$ cat config.mk
export PLATFORM = sky130hd
export DESIGN_NAME = fractional_n_pll_divider
export DESIGN_NICKNAME = d
export VERILOG_FILES = /design/src/inc/fn_pll_pkg.sv /design/src/hdl/sigma_delta_mash3.sv /design/src/hdl/fractional_n_pll_divider.sv
export SDC_FILE = /design/constraint.sdc
export NUM_CORES = 1
export LEC_CHECK = 0
export CAP_MARGIN = 20
export CORE_ASPECT_RATIO = 1.4
export CORE_MARGIN = 2
export CORE_UTILIZATION = 46
export CTS_BUF_LIST = sky130_fd_sc_hd__clkbuf_8
export DETAILED_ROUTE_END_ITERATION = 6
export DONT_BUFFER_PORTS = 1
export RECOVER_POWER = 100
export SLEW_MARGIN = 20
export SYNTH_ARGS = -nofsm -noshare
export SYNTH_HDL_FRONTEND = slang
export SYNTH_SLANG_ARGS = --single-unit
$ cat constraint.sdc
create_clock -name clk -period 28.5 [get_ports clk]
set_input_delay 4.275 -clock clk [delete_from_list [all_inputs] [get_ports clk]]
set_output_delay 4.275 -clock clk [all_outputs]
set_load 0.005 [all_outputs]
$ cat src/inc/fn_pll_pkg.sv
// shared constants for the fractional-n divider core
package fn_pll_pkg;
  localparam int          N_INT_W         = 8;      // integer divide word width
  localparam int          FRACTION_W      = 12;     // numerator and modulus width
  localparam int          REF_DIV_W       = 4;      // reference counter width
  localparam int          TIMER_W         = 10;     // fast-lock timer width
  localparam int          CP_CELLS        = 64;     // charge-pump cell count
  localparam logic [2:0]  CP_STEPS        = 3'h6;   // binary steps 64 down to 1
  localparam logic [1:0]  TIMER_DIV_LAST  = 2'h3;   // timer clock is quarter rate
  localparam logic [7:0]  N_INT_MIN       = 8'h1a;  // least integer word, 26
  localparam logic [7:0]  N_INT_MAX       = 8'hff;  // largest integer word, 255
  localparam logic [7:0]  PRESC_89_ABOVE  = 8'h50;  // 8/9 needed above 80
  localparam logic [3:0]  REF_DIV_ONE     = 4'h1;   // zero word treated as one

  // fast-lock sequencer states
  typedef enum logic [2:0] {
    FL_IDLE = 3'b001,
    FL_WIDE = 3'b010,
    FL_STEP = 3'b100
  } fast_lock_state_t;
endpackage

$ cat src/hdl/sigma_delta_mash3.sv
// third-order mash sigma-delta interpolator for the feedback divider
`timescale 1ns/1ns
module sigma_delta_mash3
  import fn_pll_pkg::*;
#(
  parameter int W = FRACTION_W
) (
  input  wire logic               clk,
  input  wire logic               sys_rst,
  input  wire logic               clk_en,
  input  wire logic               step,        // one pulse per feedback cycle
  input  wire logic [W-1:0]       numerator,   // fractional numerator
  input  wire logic [W-1:0]       modulus,     // fractional modulus
  output logic signed [3:0]       offset       // divide offset, -3 .. +4
);
  // elaboration check on accumulator width
  if (W < 2 || W > 16) begin : g_bad_w
    $error("sigma_delta_mash3: width out of range");
  end

  // modular accumulate, carry out in the top bit
  function automatic logic [W:0] acc_step(input logic [W-1:0] acc,
                                          input logic [W-1:0] add,
                                          input logic [W-1:0] lim);
    logic [W:0] sum;
    sum = {1'b0, acc} + {1'b0, add};
    if (sum >= {1'b0, lim}) begin
      acc_step = {1'b1, W'(sum - {1'b0, lim})};
    end else begin
      acc_step = {1'b0, sum[W-1:0]};
    end
  endfunction

  logic [W-1:0]   acc1_r, acc2_r, acc3_r;  // stage accumulators
  logic [W:0]     s1, s2, s3;              // stage results
  logic           c2d_r, c3d_r, c3dd_r;    // carry history
  logic signed [3:0] offset_nxt;           // combined noise-shaped output

  // cascade: each stage integrates the residue of the one before
  always_comb begin
    s1 = acc_step(acc1_r, numerator, modulus);
    s2 = acc_step(acc2_r, s1[W-1:0], modulus);
    s3 = acc_step(acc3_r, s2[W-1:0], modulus);
    offset_nxt = 4'(signed'({3'h0, s1[W]}))
               + 4'(signed'({3'h0, s2[W]})) - 4'(signed'({3'h0, c2d_r}))
               + 4'(signed'({3'h0, s3[W]})) - 4'(signed'({2'h0, c3d_r, 1'b0}))
               + 4'(signed'({3'h0, c3dd_r}));
  end

  // accumulators advance once per feedback cycle
  always_ff @(posedge clk or posedge sys_rst) begin
    if (sys_rst) begin
      acc1_r <= '0;
      acc2_r <= '0;
      acc3_r <= '0;
      c2d_r  <= 1'b0;
      c3d_r  <= 1'b0;
      c3dd_r <= 1'b0;
      offset <= 4'sh0;
    end else if (clk_en && step) begin
      acc1_r <= s1[W-1:0];
      acc2_r <= s2[W-1:0];
      acc3_r <= s3[W-1:0];
      c2d_r  <= s2[W];
      c3d_r  <= s3[W];
      c3dd_r <= c3d_r;
      offset <= offset_nxt;
    end
  end
endmodule

$ cat src/hdl/fractional_n_pll_divider.sv
// digital core of a fractional-n synthesizer: dividers, phase detector, fast lock
//
// What this block does
// RULE_01 - reference falling edge drives detector reference side
// RULE_02 - reference divided by programmable 4-bit count
// RULE_03 - optional toggle halves divider output, even duty
// RULE_04 - timer clock from detector reference falling edge
// RULE_05 - software enables toggle for even divide above 2
// RULE_06 - software enables toggle above 120 MHz reference
// RULE_07 - optional doubler ahead of reference divider
// RULE_08 - prescaler 4/5 or 8/9, 8/9 above 80
// RULE_09 - integer divide word limited to 26 through 255
// RULE_10 - third-order sigma-delta varies integer divide value
// RULE_11 - average divide is integer plus numerator over modulus
// RULE_12 - software sets modulus before integer and numerator
// RULE_13 - detector emits up and down pulses
// RULE_14 - lagging feedback gives up, leading gives down
// RULE_15 - all 64 cells in fast lock, one normally
// RULE_16 - power-down closes bypass, opens both path switches
// RULE_17 - wide bandwidth during change, narrow after lock
// RULE_18 - quarter-rate timers start on new frequency
// RULE_19 - pump timer expiry steps cells down over six
// RULE_20 - filter switches closed while their timers run
// RULE_21 - modulator updates once per feedback cycle
// RULE_22 - software keeps numerator below modulus
`timescale 1ns/1ns
module fractional_n_pll_divider
  import fn_pll_pkg::*;
#(
  parameter int TW = TIMER_W,
  parameter int FW = FRACTION_W
) (
  input  wire logic                 clk,
  input  wire logic                 sys_rst,
  input  wire logic                 clk_en,
  input  wire logic                 reference_clock_input,     // sampled reference level
  input  wire logic                 fb_prescaler_in,           // prescaled oscillator level
  input  wire logic                 power_down,                // isolate reference input
  input  wire logic                 doubler_en,                // count both reference edges
  input  wire logic                 ref_toggle_en,             // divide-by-2 toggle stage
  input  wire logic [REF_DIV_W-1:0] ref_div_word,              // reference divide, 0 acts as 1
  input  wire logic                 prescaler_89_sel,          // 1 selects 8/9
  input  wire logic [N_INT_W-1:0]   n_integer_word,            // integer divide word
  input  wire logic [FW-1:0]        fractional_numerator_word, // fraction numerator
  input  wire logic [FW-1:0]        fractional_modulus_word,   // fraction modulus
  input  wire logic                 new_freq_strobe,           // pulse: new channel written
  input  wire logic [TW-1:0]        pump_current_timer,        // pump timer load value
  input  wire logic [TW-1:0]        switch_a_timer,            // filter switch a load value
  input  wire logic [TW-1:0]        switch_b_timer,            // filter switch b load value
  output logic                      detector_ref_clk,          // divided reference
  output logic                      pump_up,                   // detector up pulse
  output logic                      pump_down,                 // detector down pulse
  output logic [CP_CELLS-1:0]       cp_cell_en,                // charge-pump cell enables
  output logic                      loop_filter_short_switch_a,
  output logic                      loop_filter_short_switch_b,
  output logic                      ref_input_path_switch_a,
  output logic                      ref_input_path_switch_b,
  output logic                      ref_input_bypass_switch,
  output logic                      prescaler_89_active,       // prescaler modulus in use
  output logic                      presc_setting_warn,        // 4/5 chosen above 80
  output logic [8:0]                fb_divide_value,           // current instantaneous n
  output logic                      n_range_error,             // integer word below 26
  output logic                      fast_lock_active           // wide bandwidth in force
);
  // elaboration checks
  if (TW < 3 || TW > 16) begin : g_bad_tw
    $error("fractional_n_pll_divider: timer width out of range");
  end
  if (FW < 2 || FW > 16) begin : g_bad_fw
    $error("fractional_n_pll_divider: fraction width out of range");
  end

  // thermometer of 2**lg enabled cells
  function automatic logic [CP_CELLS-1:0] cells_of(input logic [2:0] lg);
    cells_of = {CP_CELLS{1'b1}} >> (7'(CP_CELLS) - (7'h1 << lg));
  endfunction

  logic                 ref_q_r;        // previous reference sample
  logic                 ref_evt;        // active reference edge
  logic [REF_DIV_W-1:0] rcnt_r;         // reference divider count
  logic [REF_DIV_W-1:0] rlast;          // terminal count
  logic                 rdiv_pulse;     // divider terminal event
  logic                 dref_q_r;       // previous divided reference
  logic                 det_ref_evt;    // detector rising reference edge
  logic                 timer_fall;     // divided reference falling edge
  logic [1:0]           tdiv_r;         // quarter-rate prescaler
  logic                 timer_tick;     // timer clock event
  logic                 fb_q_r;         // previous feedback sample
  logic                 fb_edge;        // feedback input rising edge
  logic [8:0]           ncnt_r;         // feedback down counter
  logic                 fb_evt;         // feedback divider output event
  logic signed [3:0]    sd_offset;      // modulator offset
  logic [8:0]           n_nxt;          // next instantaneous n
  fast_lock_state_t     fl_r, fl_nxt;   // fast-lock sequencer
  logic [TW-1:0]        pcnt_r;         // pump timer
  logic [TW-1:0]        sw_a_cnt_r;     // filter switch a timer
  logic [TW-1:0]        sw_b_cnt_r;     // filter switch b timer
  logic [2:0]           cell_lg_r;      // log2 of enabled cells
  logic [2:0]           cell_lg_nxt;

  // RULE_01 falling reference edge
  // RULE_07 doubler adds rising edge
  always_comb begin
    ref_evt = !power_down && ((ref_q_r && !reference_clock_input)
            || (doubler_en && !ref_q_r && reference_clock_input));
    rlast = (ref_div_word == '0) ? '0 : ref_div_word - REF_DIV_ONE;
    rdiv_pulse = ref_evt && (rcnt_r >= rlast);
    det_ref_evt = detector_ref_clk && !dref_q_r;
    timer_fall = dref_q_r && !detector_ref_clk;
    timer_tick = timer_fall && (tdiv_r == TIMER_DIV_LAST);
    fb_edge = fb_prescaler_in && !fb_q_r;
    fb_evt = fb_edge && (ncnt_r <= 9'h1);
    n_nxt = {1'b0, n_integer_word} + 9'(signed'(sd_offset));
  end

  // RULE_02 reference divider count
  always_ff @(posedge clk or posedge sys_rst) begin
    if (sys_rst) begin
      ref_q_r <= 1'b0;
      rcnt_r  <= '0;
    end else if (clk_en) begin
      ref_q_r <= reference_clock_input;
      if (rdiv_pulse) begin
        rcnt_r <= '0;
      end else if (ref_evt) begin
        rcnt_r <= rcnt_r + REF_DIV_ONE;
      end
    end
  end

  // RULE_03 toggle stage or single-cycle pulse
  always_ff @(posedge clk or posedge sys_rst) begin
    if (sys_rst) begin
      detector_ref_clk <= 1'b0;
      dref_q_r         <= 1'b0;
    end else if (clk_en) begin
      dref_q_r <= detector_ref_clk;
      if (ref_toggle_en) begin
        detector_ref_clk <= detector_ref_clk ^ rdiv_pulse;
      end else begin
        detector_ref_clk <= rdiv_pulse;
      end
    end
  end

  // RULE_04 timer clock off falling edge, quarter rate
  always_ff @(posedge clk or posedge sys_rst) begin
    if (sys_rst) begin
      tdiv_r <= 2'h0;
    end else if (clk_en && timer_fall) begin
      tdiv_r <= tdiv_r + 2'h1;
    end
  end

  // RULE_21 feedback counter reloads with modulated n
  // RULE_11 average of n_nxt is integer plus fraction
  always_ff @(posedge clk or posedge sys_rst) begin
    if (sys_rst) begin
      fb_q_r          <= 1'b0;
      ncnt_r          <= 9'h0;
      fb_divide_value <= 9'h0;
    end else if (clk_en) begin
      fb_q_r <= fb_prescaler_in;
      if (fb_evt) begin
        ncnt_r          <= n_nxt;
        fb_divide_value <= n_nxt;
      end else if (fb_edge) begin
        ncnt_r <= ncnt_r - 9'h1;
      end
    end
  end

  // RULE_10 third-order modulator
  sigma_delta_mash3 #(
    .W (FW)
  ) u_sdm (
    .clk       (clk),
    .sys_rst   (sys_rst),
    .clk_en    (clk_en),
    .step      (fb_evt),
    .numerator (fractional_numerator_word),
    .modulus   (fractional_modulus_word),
    .offset    (sd_offset)
  );

  // RULE_13 up on reference, down on feedback
  // RULE_14 whichever edge comes first wins the net pulse
  always_ff @(posedge clk or posedge sys_rst) begin
    if (sys_rst) begin
      pump_up   <= 1'b0;
      pump_down <= 1'b0;
    end else if (clk_en) begin
      if ((pump_up || det_ref_evt) && (pump_down || fb_evt)) begin
        pump_up   <= 1'b0;
        pump_down <= 1'b0;
      end else begin
        pump_up   <= pump_up || det_ref_evt;
        pump_down <= pump_down || fb_evt;
      end
    end
  end

  // RULE_08 prescaler select and advisory check
  // RULE_09 integer word range flag
  always_ff @(posedge clk or posedge sys_rst) begin
    if (sys_rst) begin
      prescaler_89_active <= 1'b0;
      presc_setting_warn  <= 1'b0;
      n_range_error       <= 1'b0;
    end else if (clk_en) begin
      prescaler_89_active <= prescaler_89_sel;
      presc_setting_warn  <= !prescaler_89_sel && (n_integer_word > PRESC_89_ABOVE);
      n_range_error <= (n_integer_word < N_INT_MIN) || (n_integer_word > N_INT_MAX);
    end
  end

  // RULE_16 reference switches follow power-down
  always_ff @(posedge clk or posedge sys_rst) begin
    if (sys_rst) begin
      ref_input_path_switch_a <= 1'b1;
      ref_input_path_switch_b <= 1'b1;
      ref_input_bypass_switch <= 1'b0;
    end else if (clk_en) begin
      ref_input_path_switch_a <= !power_down;
      ref_input_path_switch_b <= !power_down;
      ref_input_bypass_switch <= power_down;
    end
  end

  // fast-lock sequencer next state
  always_comb begin
    fl_nxt      = fl_r;
    cell_lg_nxt = cell_lg_r;
    case (fl_r)
      FL_IDLE: begin
        cell_lg_nxt = 3'h0;
      end
      FL_WIDE: begin
        // pump timer expiry starts the step-down
        if (timer_tick && pcnt_r <= TW'(1)) begin
          fl_nxt = FL_STEP;
        end
      end
      FL_STEP: begin
        // RULE_19 halve cells on each timer clock
        if (timer_tick) begin
          cell_lg_nxt = cell_lg_r - 3'h1;
          if (cell_lg_r == 3'h1) begin
            fl_nxt = FL_IDLE;
          end
        end
      end
      default: begin
        fl_nxt      = FL_IDLE;
        cell_lg_nxt = 3'h0;
      end
    endcase
    // RULE_18 new frequency restarts wide mode
    if (new_freq_strobe) begin
      fl_nxt      = FL_WIDE;
      cell_lg_nxt = CP_STEPS;
    end
  end

  // RULE_15 cell enables from sequencer
  // RULE_17 wide bandwidth while sequencer busy
  always_ff @(posedge clk or posedge sys_rst) begin
    if (sys_rst) begin
      fl_r             <= FL_IDLE;
      cell_lg_r        <= 3'h0;
      cp_cell_en       <= {{(CP_CELLS-1){1'b0}}, 1'b1};
      fast_lock_active <= 1'b0;
    end else if (clk_en) begin
      fl_r             <= fl_nxt;
      cell_lg_r        <= cell_lg_nxt;
      cp_cell_en       <= cells_of(cell_lg_nxt);
      fast_lock_active <= (fl_nxt != FL_IDLE) || (sw_a_cnt_r != '0) || (sw_b_cnt_r != '0);
    end
  end

  // RULE_18 timeout counters on quarter-rate ticks
  // RULE_20 switches closed while their counter runs
  always_ff @(posedge clk or posedge sys_rst) begin
    if (sys_rst) begin
      pcnt_r                     <= '0;
      sw_a_cnt_r                 <= '0;
      sw_b_cnt_r                 <= '0;
      loop_filter_short_switch_a <= 1'b0;
      loop_filter_short_switch_b <= 1'b0;
    end else if (clk_en) begin
      if (new_freq_strobe) begin
        pcnt_r     <= pump_current_timer;
        sw_a_cnt_r <= switch_a_timer;
        sw_b_cnt_r <= switch_b_timer;
      end else if (timer_tick) begin
        if (pcnt_r != '0) pcnt_r <= pcnt_r - TW'(1);
        if (sw_a_cnt_r != '0) sw_a_cnt_r <= sw_a_cnt_r - TW'(1);
        if (sw_b_cnt_r != '0) sw_b_cnt_r <= sw_b_cnt_r - TW'(1);
      end
      loop_filter_short_switch_a <= new_freq_strobe ? (switch_a_timer != '0)
                                                    : (sw_a_cnt_r != '0);
      loop_filter_short_switch_b <= new_freq_strobe ? (switch_b_timer != '0)
                                                    : (sw_b_cnt_r != '0);
    end
  end

  // checks
  a_detect_exclusive: assert property ( // RULE_13
    @(posedge clk) disable iff (sys_rst) !(pump_up && pump_down))
    else $error("up and down high together");
  a_lag_gives_up: assert property ( // RULE_14
    @(posedge clk) disable iff (sys_rst)
    clk_en && det_ref_evt && !fb_evt && !pump_down |=> pump_up)
    else $error("reference first did not give up");
  a_lead_gives_down: assert property ( // RULE_14
    @(posedge clk) disable iff (sys_rst)
    clk_en && fb_evt && !det_ref_evt && !pump_up |=> pump_down)
    else $error("feedback first did not give down");
  a_new_freq_wide: assert property ( // RULE_18
    @(posedge clk) disable iff (sys_rst)
    clk_en && new_freq_strobe |=> (cp_cell_en == {CP_CELLS{1'b1}}) && fl_r == FL_WIDE)
    else $error("new frequency did not enable all cells");
  a_idle_one_cell: assert property ( // RULE_15
    @(posedge clk) disable iff (sys_rst)
    fl_r == FL_IDLE && $past(fl_r) == FL_IDLE |-> cp_cell_en == CP_CELLS'(1))
    else $error("normal mode not single cell");
  a_step_halves: assert property ( // RULE_19
    @(posedge clk) disable iff (sys_rst)
    clk_en && fl_r == FL_STEP && timer_tick && !new_freq_strobe
    |=> cell_lg_r == $past(cell_lg_r) - 3'h1)
    else $error("cell step-down not binary");
  a_power_isolate: assert property ( // RULE_16
    @(posedge clk) disable iff (sys_rst)
    clk_en && power_down |=> ref_input_bypass_switch && !ref_input_path_switch_a
                             && !ref_input_path_switch_b)
    else $error("reference not isolated in power-down");
  a_switch_held: assert property ( // RULE_20
    @(posedge clk) disable iff (sys_rst)
    clk_en && !new_freq_strobe && sw_a_cnt_r != '0 |=> loop_filter_short_switch_a)
    else $error("filter switch opened while timer runs");
  a_fb_reload: assert property ( // RULE_21
    @(posedge clk) disable iff (sys_rst)
    clk_en && fb_evt |=> ncnt_r == $past(n_nxt))
    else $error("feedback counter not reloaded");
  a_range_flag: assert property ( // RULE_09
    @(posedge clk) disable iff (sys_rst)
    clk_en && n_integer_word < N_INT_MIN |=> n_range_error)
    else $error("low integer word not flagged");
endmodule

==> impl_metrics.csv, run 1 <==
group,metric,value,unit
outcome,outcome,"finished, violations left",
outcome,violations,"max-capacitance violations, max-slew violations",
cts,cts.htree.levels,4,
detailed_routing,drt-pass1-iter-count,5,
timing,drv_slew,290,
timing,setup_viol_count_final,0,
detailed_routing,routed_wl,32.30,mm
synthesis,synth_area_leader_cell,"dfrtp_1",
synthesis,ys_seq_area_share,36.49,%
synthesis,async_reset_ff_share,100.0,%
worst_setup_path,required,28.86,ns
synthesis,synth_ff_type,"dfrtp_1",
worst_setup_path,worst_path_dominant_cell_family,"compound AO/OA/AOI/OAI gates",
synthesis,ys_seq_elements,181,
worst_setup_path,reg2reg_slack,15.32,ns
floorplanning,coreArea,26740,um^2
cts,cts_root_buffer,"clkbuf_8",
timing,rsz0062_at_grt,"no",
detailed_routing,drt_iter0_drc,639,
timing,max_freq,0.06037,GHz
grt,grt_pass1_vias,10000,
cts,numCtsBuffers,17,
detailed_routing,wl_per_cell,18.62,um
synthesis,yosys_warnings,0,
synthesis,synth.distinct_cells,83,
floorplanning,io_pins,161,
job,drv_cap,6,
synthesis,netlist_area,12420,um^2
synthesis,syn_nets,1575,
place,postPlaceCellArea,12690,um^2
floorplanning,die_w,142.9,um
worst_setup_path,end_kind,"flop",
worst_setup_path,cp_slowest_stage_delay,1.27,ns
cts,numClockSinks,181,
cts,cts_setup_buffers,0,
timing,clock_skew,0.01575,ns
timing,slew_headroom,-283.3,%
grt,grt_pass1_wl,51.96,mm
grt,track_usage,23.29,%
grt,grt_remaining_overflow,0,
place,dp_cells,1703,
floorplanning,row_count,71,
synthesis,netlist_instances,1388,
floorplanning,initial_core_util,46.46,%
worst_setup_path,start_kind,"input pin",
detailed_routing,drtAntennaViolNets,0,
cts,cts_hold_buf,0,
cts,cts_buffer_depth,2,
floorplanning,die_h,198.4,um
detailed_routing,drc_errors,0,
grt,antenna_found_initial,0,
worst_setup_path,crit_top_cell,"ha_1",
synthesis,synth_edf_count,0,
worst_setup_path,cp_max_fo,15,
timing,hold_viol,0,
place,hpwl,24.35,mm
grt,grt_max_degree,132,
cts,cts_resized,0,
finish,drive_gt1_share,5.182,%
worst_setup_path,slowest_stage,"a21oi_1",
finish,final_area,12970,um^2
grt,met1_usage,26.27,%
synthesis,syn_area_per_cell,8.950,um^2
finish,nets,1544,
finish,finalNonFillerCells,1735,
cts,path_clk_slew,0.09,ns
cts,clk_latency,0.48,ns
place,dp_slack,12.46,ns
timing,fin_tns_setup,0,ns
timing,setup_slack,11.94,ns
detailed_routing,num_vias,9959,
synthesis,synthTopCellsByArea,"dfrtp_1 36%, ha_1 10%, o21ai_0 5.8%",
timing,period_needed,16.56,ns
hold_path,hold_path_class,"flop to flop",
synthesis,ys_top_cells_by_count,"178 x dfrtp_1, 143 x o21ai_0, 113 x inv_1",
worst_setup_path,worst-path-buf-inv,5,
detailed_routing,via_per_inst,5.740,
grt,met2_usage,41.72,%
worst_setup_path,cp_data_arrival_time,16.93,ns
place,place_congestion,0.9231,
floorplanning,die_area,28350,um^2
grt,top_usage_layer,"met2",
place,port_buffers,0,
finish,antenna_cells,0,
synthesis,yosysMostFrequentCell,"dfrtp_1",
cts,cts_tree,"built",
worst_setup_path,crit_type,"input pin to flop",
synthesis,yosysTopAreaCellShare,35.86,%
finish,syn_to_final_growth,4.442,%
grt,grtUsageMet3,5.537,%
timing,tightest_slew,5.750,ns
timing,fin_crit_sh,58.12,%
finish,filler_cell_count,2620,
## cell type report
type,count,area (um^2),share of cell area (%)
Sequential cell,181,4533,34.94
Multi-Input combinational cell,1039,7162,55.20
Clock inverter,14,130.1,1.003
Timing Repair Buffer,4,15.01,0.1157
Clock buffer,18,247.7,1.910
Inverter,114,429.2,3.308
Tap cell,365,456.7,3.520
## final timing paths
| path | start | endpoint | cells past startpoint |
|---|---|---|---|
| setup / recovery | fractional_numerator_word[0] | u_sdm.offset[2] | 48 |
| hold / removal | tdiv_r[0] | tdiv_r[0] | 1 |
| setup reg to reg | u_sdm.acc1_r[0] | u_sdm.offset[2] | 48 |
| hold reg to reg | tdiv_r[0] | tdiv_r[0] | 1 |
| max in group asynchronous | sys_rst | u_sdm.acc2_r[0] | 2 |
| min in group asynchronous | sys_rst | rcnt_r[2] | 1 |
## metrics by stage
step	utilization, %	hold slack [ns]
after floorplan	-	0.4498
after global placement	47.45	0.4669
after detailed placement	47.45	0.4760
after CTS	48.87	0.4937
after global routing	48.52	0.5108
final	48.52	0.4901
## sequential cells by signal (all words and copies together), names as in the netlist, 4 cells and up
register         flops
fb_divide_value      9
sw_a_cnt_r          10
u_sdm.acc1_r        12
pcnt_r              10
u_sdm.acc3_r        12
u_sdm.acc2_r        12
cp_cell_en          64
rcnt_r               4
ncnt_r               9
u_sdm.offset         4
sw_b_cnt_r          10
## logic make-up after synthesis
| family | synth area share (%) |
|---|---|
| xor gates and xnor gates | 4.160 |
| and+or+nand+nor | 15.43 |
| DFF | 36.49 |
| muxes | 5.520 |
| adders and majority gates | 11.72 |
| AOI/OAI and AO/OA | 21.33 |
| buffers and inverters | 5.338 |
## per-layer routing
| layer | up-vias | part of all wire [%] |
|---|---|---|
| met5 | - | 0 |
| met4 | 0 | 3.7 |
| met3 | 64 | 4.8 |
| met2 | 210 | 52 |
| met1 | 4755 | 39 |
| li1 | 4930 | - |
## cells in the final DEF, fill, tap and decap left out, drive strengths merged, types with 19 or more instances in the layout
master	synthesis	layout
nand2	104	104
nand3	25	25
inv	114	120
a21o	21	21
a31oi	19	19
ha	102	102
xnor2	41	41
mux2	46	46
nor2	101	101
nor2b	19	19
nor3	43	43
a21oi	97	97
clkbuf	40	22
o21ai	146	146
dfrtp	178	178
Power of run 1 is not shown: default switching activity piles up to over one toggle a cycle in this logic, so the estimate is an artifact.
==> run 2, diff against run 1 <==
- clock period: 28.5 -> 16 ns (I/O delays scaled with it)
==> run 2 against run 1 <==
Net effect:
- the flow still finishes with violations (max-capacitance violations, max-slew violations)
- core utilization hardly changed
- die area stayed put
- worst setup slack worse by 10 ns
- first-iteration DRC count is 6.6% lower
- global-route usage is 0.16 points lower
- critical path depth stayed put
- clock-buffer cell count is 1 higher
- critical path type unchanged
==> impl_metrics.csv, run 2 (same netlist as run 1, synthesis figures left out) <==
group,metric,value,unit
worst_setup_path,cp_data_arrival_time,14.48,ns
place,place_congestion,0.9251,
detailed_routing,drt-pass1-iter-count,6,
floorplanning,coreArea,26740,um^2
worst_setup_path,crit_type,"input pin to flop",
place,port_buffers,0,
worst_setup_path,end_kind,"flop",
timing,hold_viol,0,
grt,grt_pass1_wl,51.50,mm
worst_setup_path,cp_max_fo,15,
detailed_routing,routed_wl,32.23,mm
timing,period_needed,14.12,ns
timing,fin_crit_sh,88.22,%
finish,nets,1544,
timing,rsz0062_at_grt,"no",
cts,cts_resized,0,
cts,cts_setup_buffers,0,
worst_setup_path,reg2reg_slack,3.40,ns
cts,numClockSinks,181,
worst_setup_path,start_kind,"input pin",
timing,drv_slew,275,
finish,antenna_cells,0,
grt,grt_remaining_overflow,0,
outcome,violations,"max-capacitance violations, max-slew violations",
cts,cts_tree,"built",
cts,clk_latency,0.47,ns
grt,grt_max_degree,132,
timing,fin_tns_setup,0,ns
timing,max_freq,0.07084,GHz
floorplanning,row_count,71,
floorplanning,die_w,142.9,um
job,drv_cap,4,
grt,antenna_found_initial,0,
finish,layout_common_cells,"178 x dfrtp_1, 145 x o21ai_0, 115 x inv_1",
outcome,outcome,"finished, violations left",
cts,numCtsBuffers,17,
detailed_routing,via_per_inst,5.771,
timing,setup_viol_count_final,0,
grt,track_usage,23.13,%
worst_setup_path,slowest_stage,"a21oi_2",
cts,path_clk_slew,0.10,ns
detailed_routing,wl_per_cell,18.58,um
finish,mostFrequentLayoutCell,"dfrtp_1",
cts,cts_root_buffer,"clkbuf_8",
floorplanning,die_area,28350,um^2
finish,final_area,12980,um^2
timing,setup_slack,1.884,ns
cts,cts.htree.levels,4,
cts,cts_hold_buf,0,
worst_setup_path,crit_top_cell,"ha_1",
detailed_routing,num_vias,10010,
floorplanning,die_h,198.4,um
finish,syn_to_final_growth,4.523,%
place,postPlaceCellArea,12690,um^2
timing,clock_skew,0.01854,ns
worst_setup_path,required,16.37,ns
detailed_routing,drc_errors,0,
timing,slew_headroom,-282.7,%
detailed_routing,drtAntennaViolNets,0,
finish,largest_reg_flops,64,
timing,hold_ws,0.4824,ns
finish,top_register,"cp_cell_en",
place,hpwl,24.28,mm
timing,tightest_slew,5.740,ns
place,dp_slack,1.921,ns
finish,filler_cell_count,2612,
worst_setup_path,cp_slowest_stage_delay,0.73,ns
grt,grt_pass1_vias,9925,
finish,drive_gt1_share,5.328,%
detailed_routing,drt_iter0_drc,597,
floorplanning,io_pins,161,
hold_path,hold_path_class,"flop to flop",
cts,cts_buffer_depth,2,
floorplanning,initial_core_util,46.46,%
run 2: final timing paths:
check                                        startpoint              end  depth (start not counted)
setup / recovery           fractional_numerator_word[0]  u_sdm.offset[2]                         48
hold / removal                                tdiv_r[0]        tdiv_r[0]                          1
setup reg to reg                        u_sdm.acc1_r[0]  u_sdm.offset[2]                         48
hold reg to reg                               tdiv_r[0]        tdiv_r[0]                          1
max in group asynchronous                       sys_rst   cp_cell_en[30]                          2
min in group asynchronous                       sys_rst        ncnt_r[8]                          1
run 2: cell type report:
class / instances / area (um^2) / share of cell area [%]
multi-input cells: 1039 / 7166 / 55.19
clock buffers: 19 / 261.5 / 2.014
clock inverters: 13 / 122.6 / 0.9444
repair buffers: 4 / 15.01 / 0.1156
inverters: 114 / 429.2 / 3.305
well taps: 365 / 456.7 / 3.517
flip-flops and latches: 181 / 4533 / 34.91
run 2: worst max-delay path, delay by kind of cell:
family / cells / cell delay, ns
muxes: 2 / 0.69
and+or+nand+nor: 9 / 2.27
AOI/OAI and AO/OA: 19 / 4.61
xor gates and xnor gates: 2 / 0.46
adders and majority gates: 11 / 3.35
buffers and inverters: 5 / 0.66
run 2: per-layer routing:
metal  wire, um  up-vias  part of all wire [%]  GRT usage, %
met5          0        -                     0             0
met4       1184        0                   3.7         9.828
met3       1570       60                   4.9         5.272
met2      16700      222                    52         41.13
met1      12770     4793                    40         26.55
li1           -     4938                     -             -
run 2: stage by stage:
step | utilization [%] | instances
after floorplan | - | 1388
after global placement | 47.45 | 1703
after detailed placement | 47.45 | 1703
after CTS | 48.89 | 1735
after global routing | 48.56 | 1735
final | 48.56 | 1735
Power of run 2 is left out for the same reason.
==> run 3, diff against run 2 <==
- MAX_ROUTING_LAYER: default -> met4
==> run 3 against run 2 <==
Net effect:
- the flow still finishes with violations (max-capacitance violations, max-slew violations)
- final area shrank 0.13%
- clock skew is essentially flat
- register-to-register slack lost 0.17 ns
- core utilization shrank 0.066 points
- global-route usage grew 0.55 points
- worst hold slack gained 0.0022 ns
- critical path depth is the same
==> impl_metrics.csv, run 3 (same netlist as run 1, synthesis figures left out) <==
group,metric,value,unit
worst_setup_path,crit_type,"input pin to flop",
worst_setup_path,reg2reg_depth,48,
worst_setup_path,required,16.36,ns
timing,max_freq,0.07002,GHz
cts,clk_latency,0.47,ns
outcome,violations,"max-capacitance violations, max-slew violations",
finish,mostFrequentLayoutCell,"dfrtp_1",
timing,fin_tns_setup,0,ns
grt,antenna_found_initial,0,
floorplanning,die_h,198.4,um
worst_setup_path,slowest_stage,"a21oi_2",
timing,tightest_slew,5.328,ns
detailed_routing,drtAntennaViolNets,0,
hold_path,whs_endpoint,"tdiv_r[0]",
cts,cts_tree,"built",
detailed_routing,drt-pass1-iter-count,5,
place,port_buffers,0,
detailed_routing,drc_errors,0,
timing,rsz0062_at_grt,"no",
place,place_congestion,0.9535,
cts,cts_root_buffer,"clkbuf_8",
timing,drv_slew,302,
timing,hold_viol,0,
place,hpwl,24.31,mm
finish,layout_common_cells,"178 x dfrtp_1, 145 x o21ai_0, 115 x inv_1",
finish,filler_cell_count,2541,
grt,grt_pass1_vias,9864,
finish,largest_reg_flops,64,
floorplanning,die_w,142.9,um
timing,fin_crit_sh,89.26,%
finish,nets,1544,
floorplanning,coreArea,26740,um^2
grt,grt_max_degree,119,
detailed_routing,routed_wl,32.08,mm
timing,period_needed,14.28,ns
cts,cts_setup_buffers,0,
worst_setup_path,end_kind,"flop",
timing,clock_skew,0.01824,ns
worst_setup_path,cp_slowest_stage_delay,0.75,ns
detailed_routing,drt_iter0_drc,524,
detailed_routing,num_vias,10030,
timing,setup_viol_count_final,0,
worst_setup_path,cp_max_fo,15,
finish,drive_gt1_share,5.401,%
finish,antenna_cells,0,
cts,cts_resized,0,
hold_path,hold_depth,1,
finish,top_register,"cp_cell_en",
grt,grt_pass1_wl,51.05,mm
cts,cts_buffer_depth,2,
detailed_routing,via_per_inst,5.778,
worst_setup_path,rr_startpoint,"u_sdm.acc1_r[0]",
cts,cts_hold_buf,0,
grt,grt_remaining_overflow,0,
timing,slew_headroom,-255.2,%
cts,numCtsBuffers,17,
cts,numClockSinks,181,
hold_path,min-delay-start,"tdiv_r[0]",
job,drv_cap,6,
worst_setup_path,r2r-end,"u_sdm.offset[2]",
worst_setup_path,crit_top_cell,"ha_1",
worst_setup_path,cp_data_arrival_time,14.65,ns
outcome,outcome,"finished, violations left",
cts,cts.htree.levels,4,
finish,syn_to_final_growth,4.382,%
worst_setup_path,start_kind,"input pin",
worst_setup_path,reg2reg_slack,3.23,ns
floorplanning,io_pins,161,
hold_path,hold_path_class,"flop to flop",
cts,path_clk_slew,0.09,ns
floorplanning,die_area,28350,um^2
detailed_routing,wl_per_cell,18.49,um
grt,track_usage,23.68,%
floorplanning,row_count,71,
floorplanning,initial_core_util,46.46,%
## run 3: changes by cell type in the layout (fill, tap and decap cells not counted)
cell        delta
clkinv_2       +1
a31oi_2        +1
clkinv_4       +1
bufinv_16      -1
clkinvlp_4     -1
a31oi_1        -1
## run 3: area by class of cell
| cell class | count | area (um^2) | area share [%] |
|---|---|---|---|
| Clock buffer | 19 | 261.5 | 2.017 |
| Tap cell | 365 | 456.7 | 3.522 |
| Timing Repair Buffer | 4 | 15.01 | 0.1158 |
| Inverter | 114 | 429.2 | 3.310 |
| Clock inverter | 13 | 98.84 | 0.7623 |
| Multi-Input combinational cell | 1039 | 7172 | 55.31 |
| Sequential cell | 181 | 4533 | 34.96 |
## run 3: per-stage QoR
stage | hold WS, ns | area (um^2) | std cells | worst slack [ns] | util (%)
3_5_place_dp | 0.4748 | 12690 | 1703 | 1.801 | 47.45
4_1_cts | 0.4882 | 13050 | 1735 | 2.278 | 48.80
5_1_grt | 0.5158 | 12970 | 1735 | 0.9052 | 48.49
6_report | 0.4846 | 12970 | 1735 | 1.718 | 48.49
2_1_floorplan | 0.4498 | 12420 | 1388 | 3.368 | -
3_3_place_gp | 0.4683 | 12690 | 1703 | 2.211 | 47.45
## run 3: worst max path at each step
stage	startpoint	endpoint	slack, ns	cells past startpoint
floorplan	fractional_numerator_word[0]	u_sdm.offset[2]	3.37	51
global placement	fractional_numerator_word[0]	u_sdm.offset[2]	2.21	48
detailed placement	fractional_numerator_word[0]	u_sdm.offset[2]	1.80	48
CTS	fractional_numerator_word[0]	u_sdm.offset[2]	2.28	48
global route	fractional_numerator_word[1]	u_sdm.offset[2]	0.91	47
finish	fractional_numerator_word[0]	u_sdm.offset[2]	1.72	48
## run 3: layer usage
layer / up-vias / wire (um) / track usage (%)
li1: 4943 / - / -
met1: 4779 / 12600 / 25.93
met2: 226 / 16570 / 41.17
met3: 77 / 1553 / 5.200
met4: 0 / 1351 / 10.49
met5: - / 0 / -
## run 3: worst max-delay path: cells and delay by family
family          cells  cell delay [ns]
compound gates     19             4.72
xor+xnor            2             0.43
fa+ha+maj          11             3.32
buf+inv             5             0.67
mux                 2             0.73
simple gates        9             2.36
Power of run 3 is left out for the same reason.
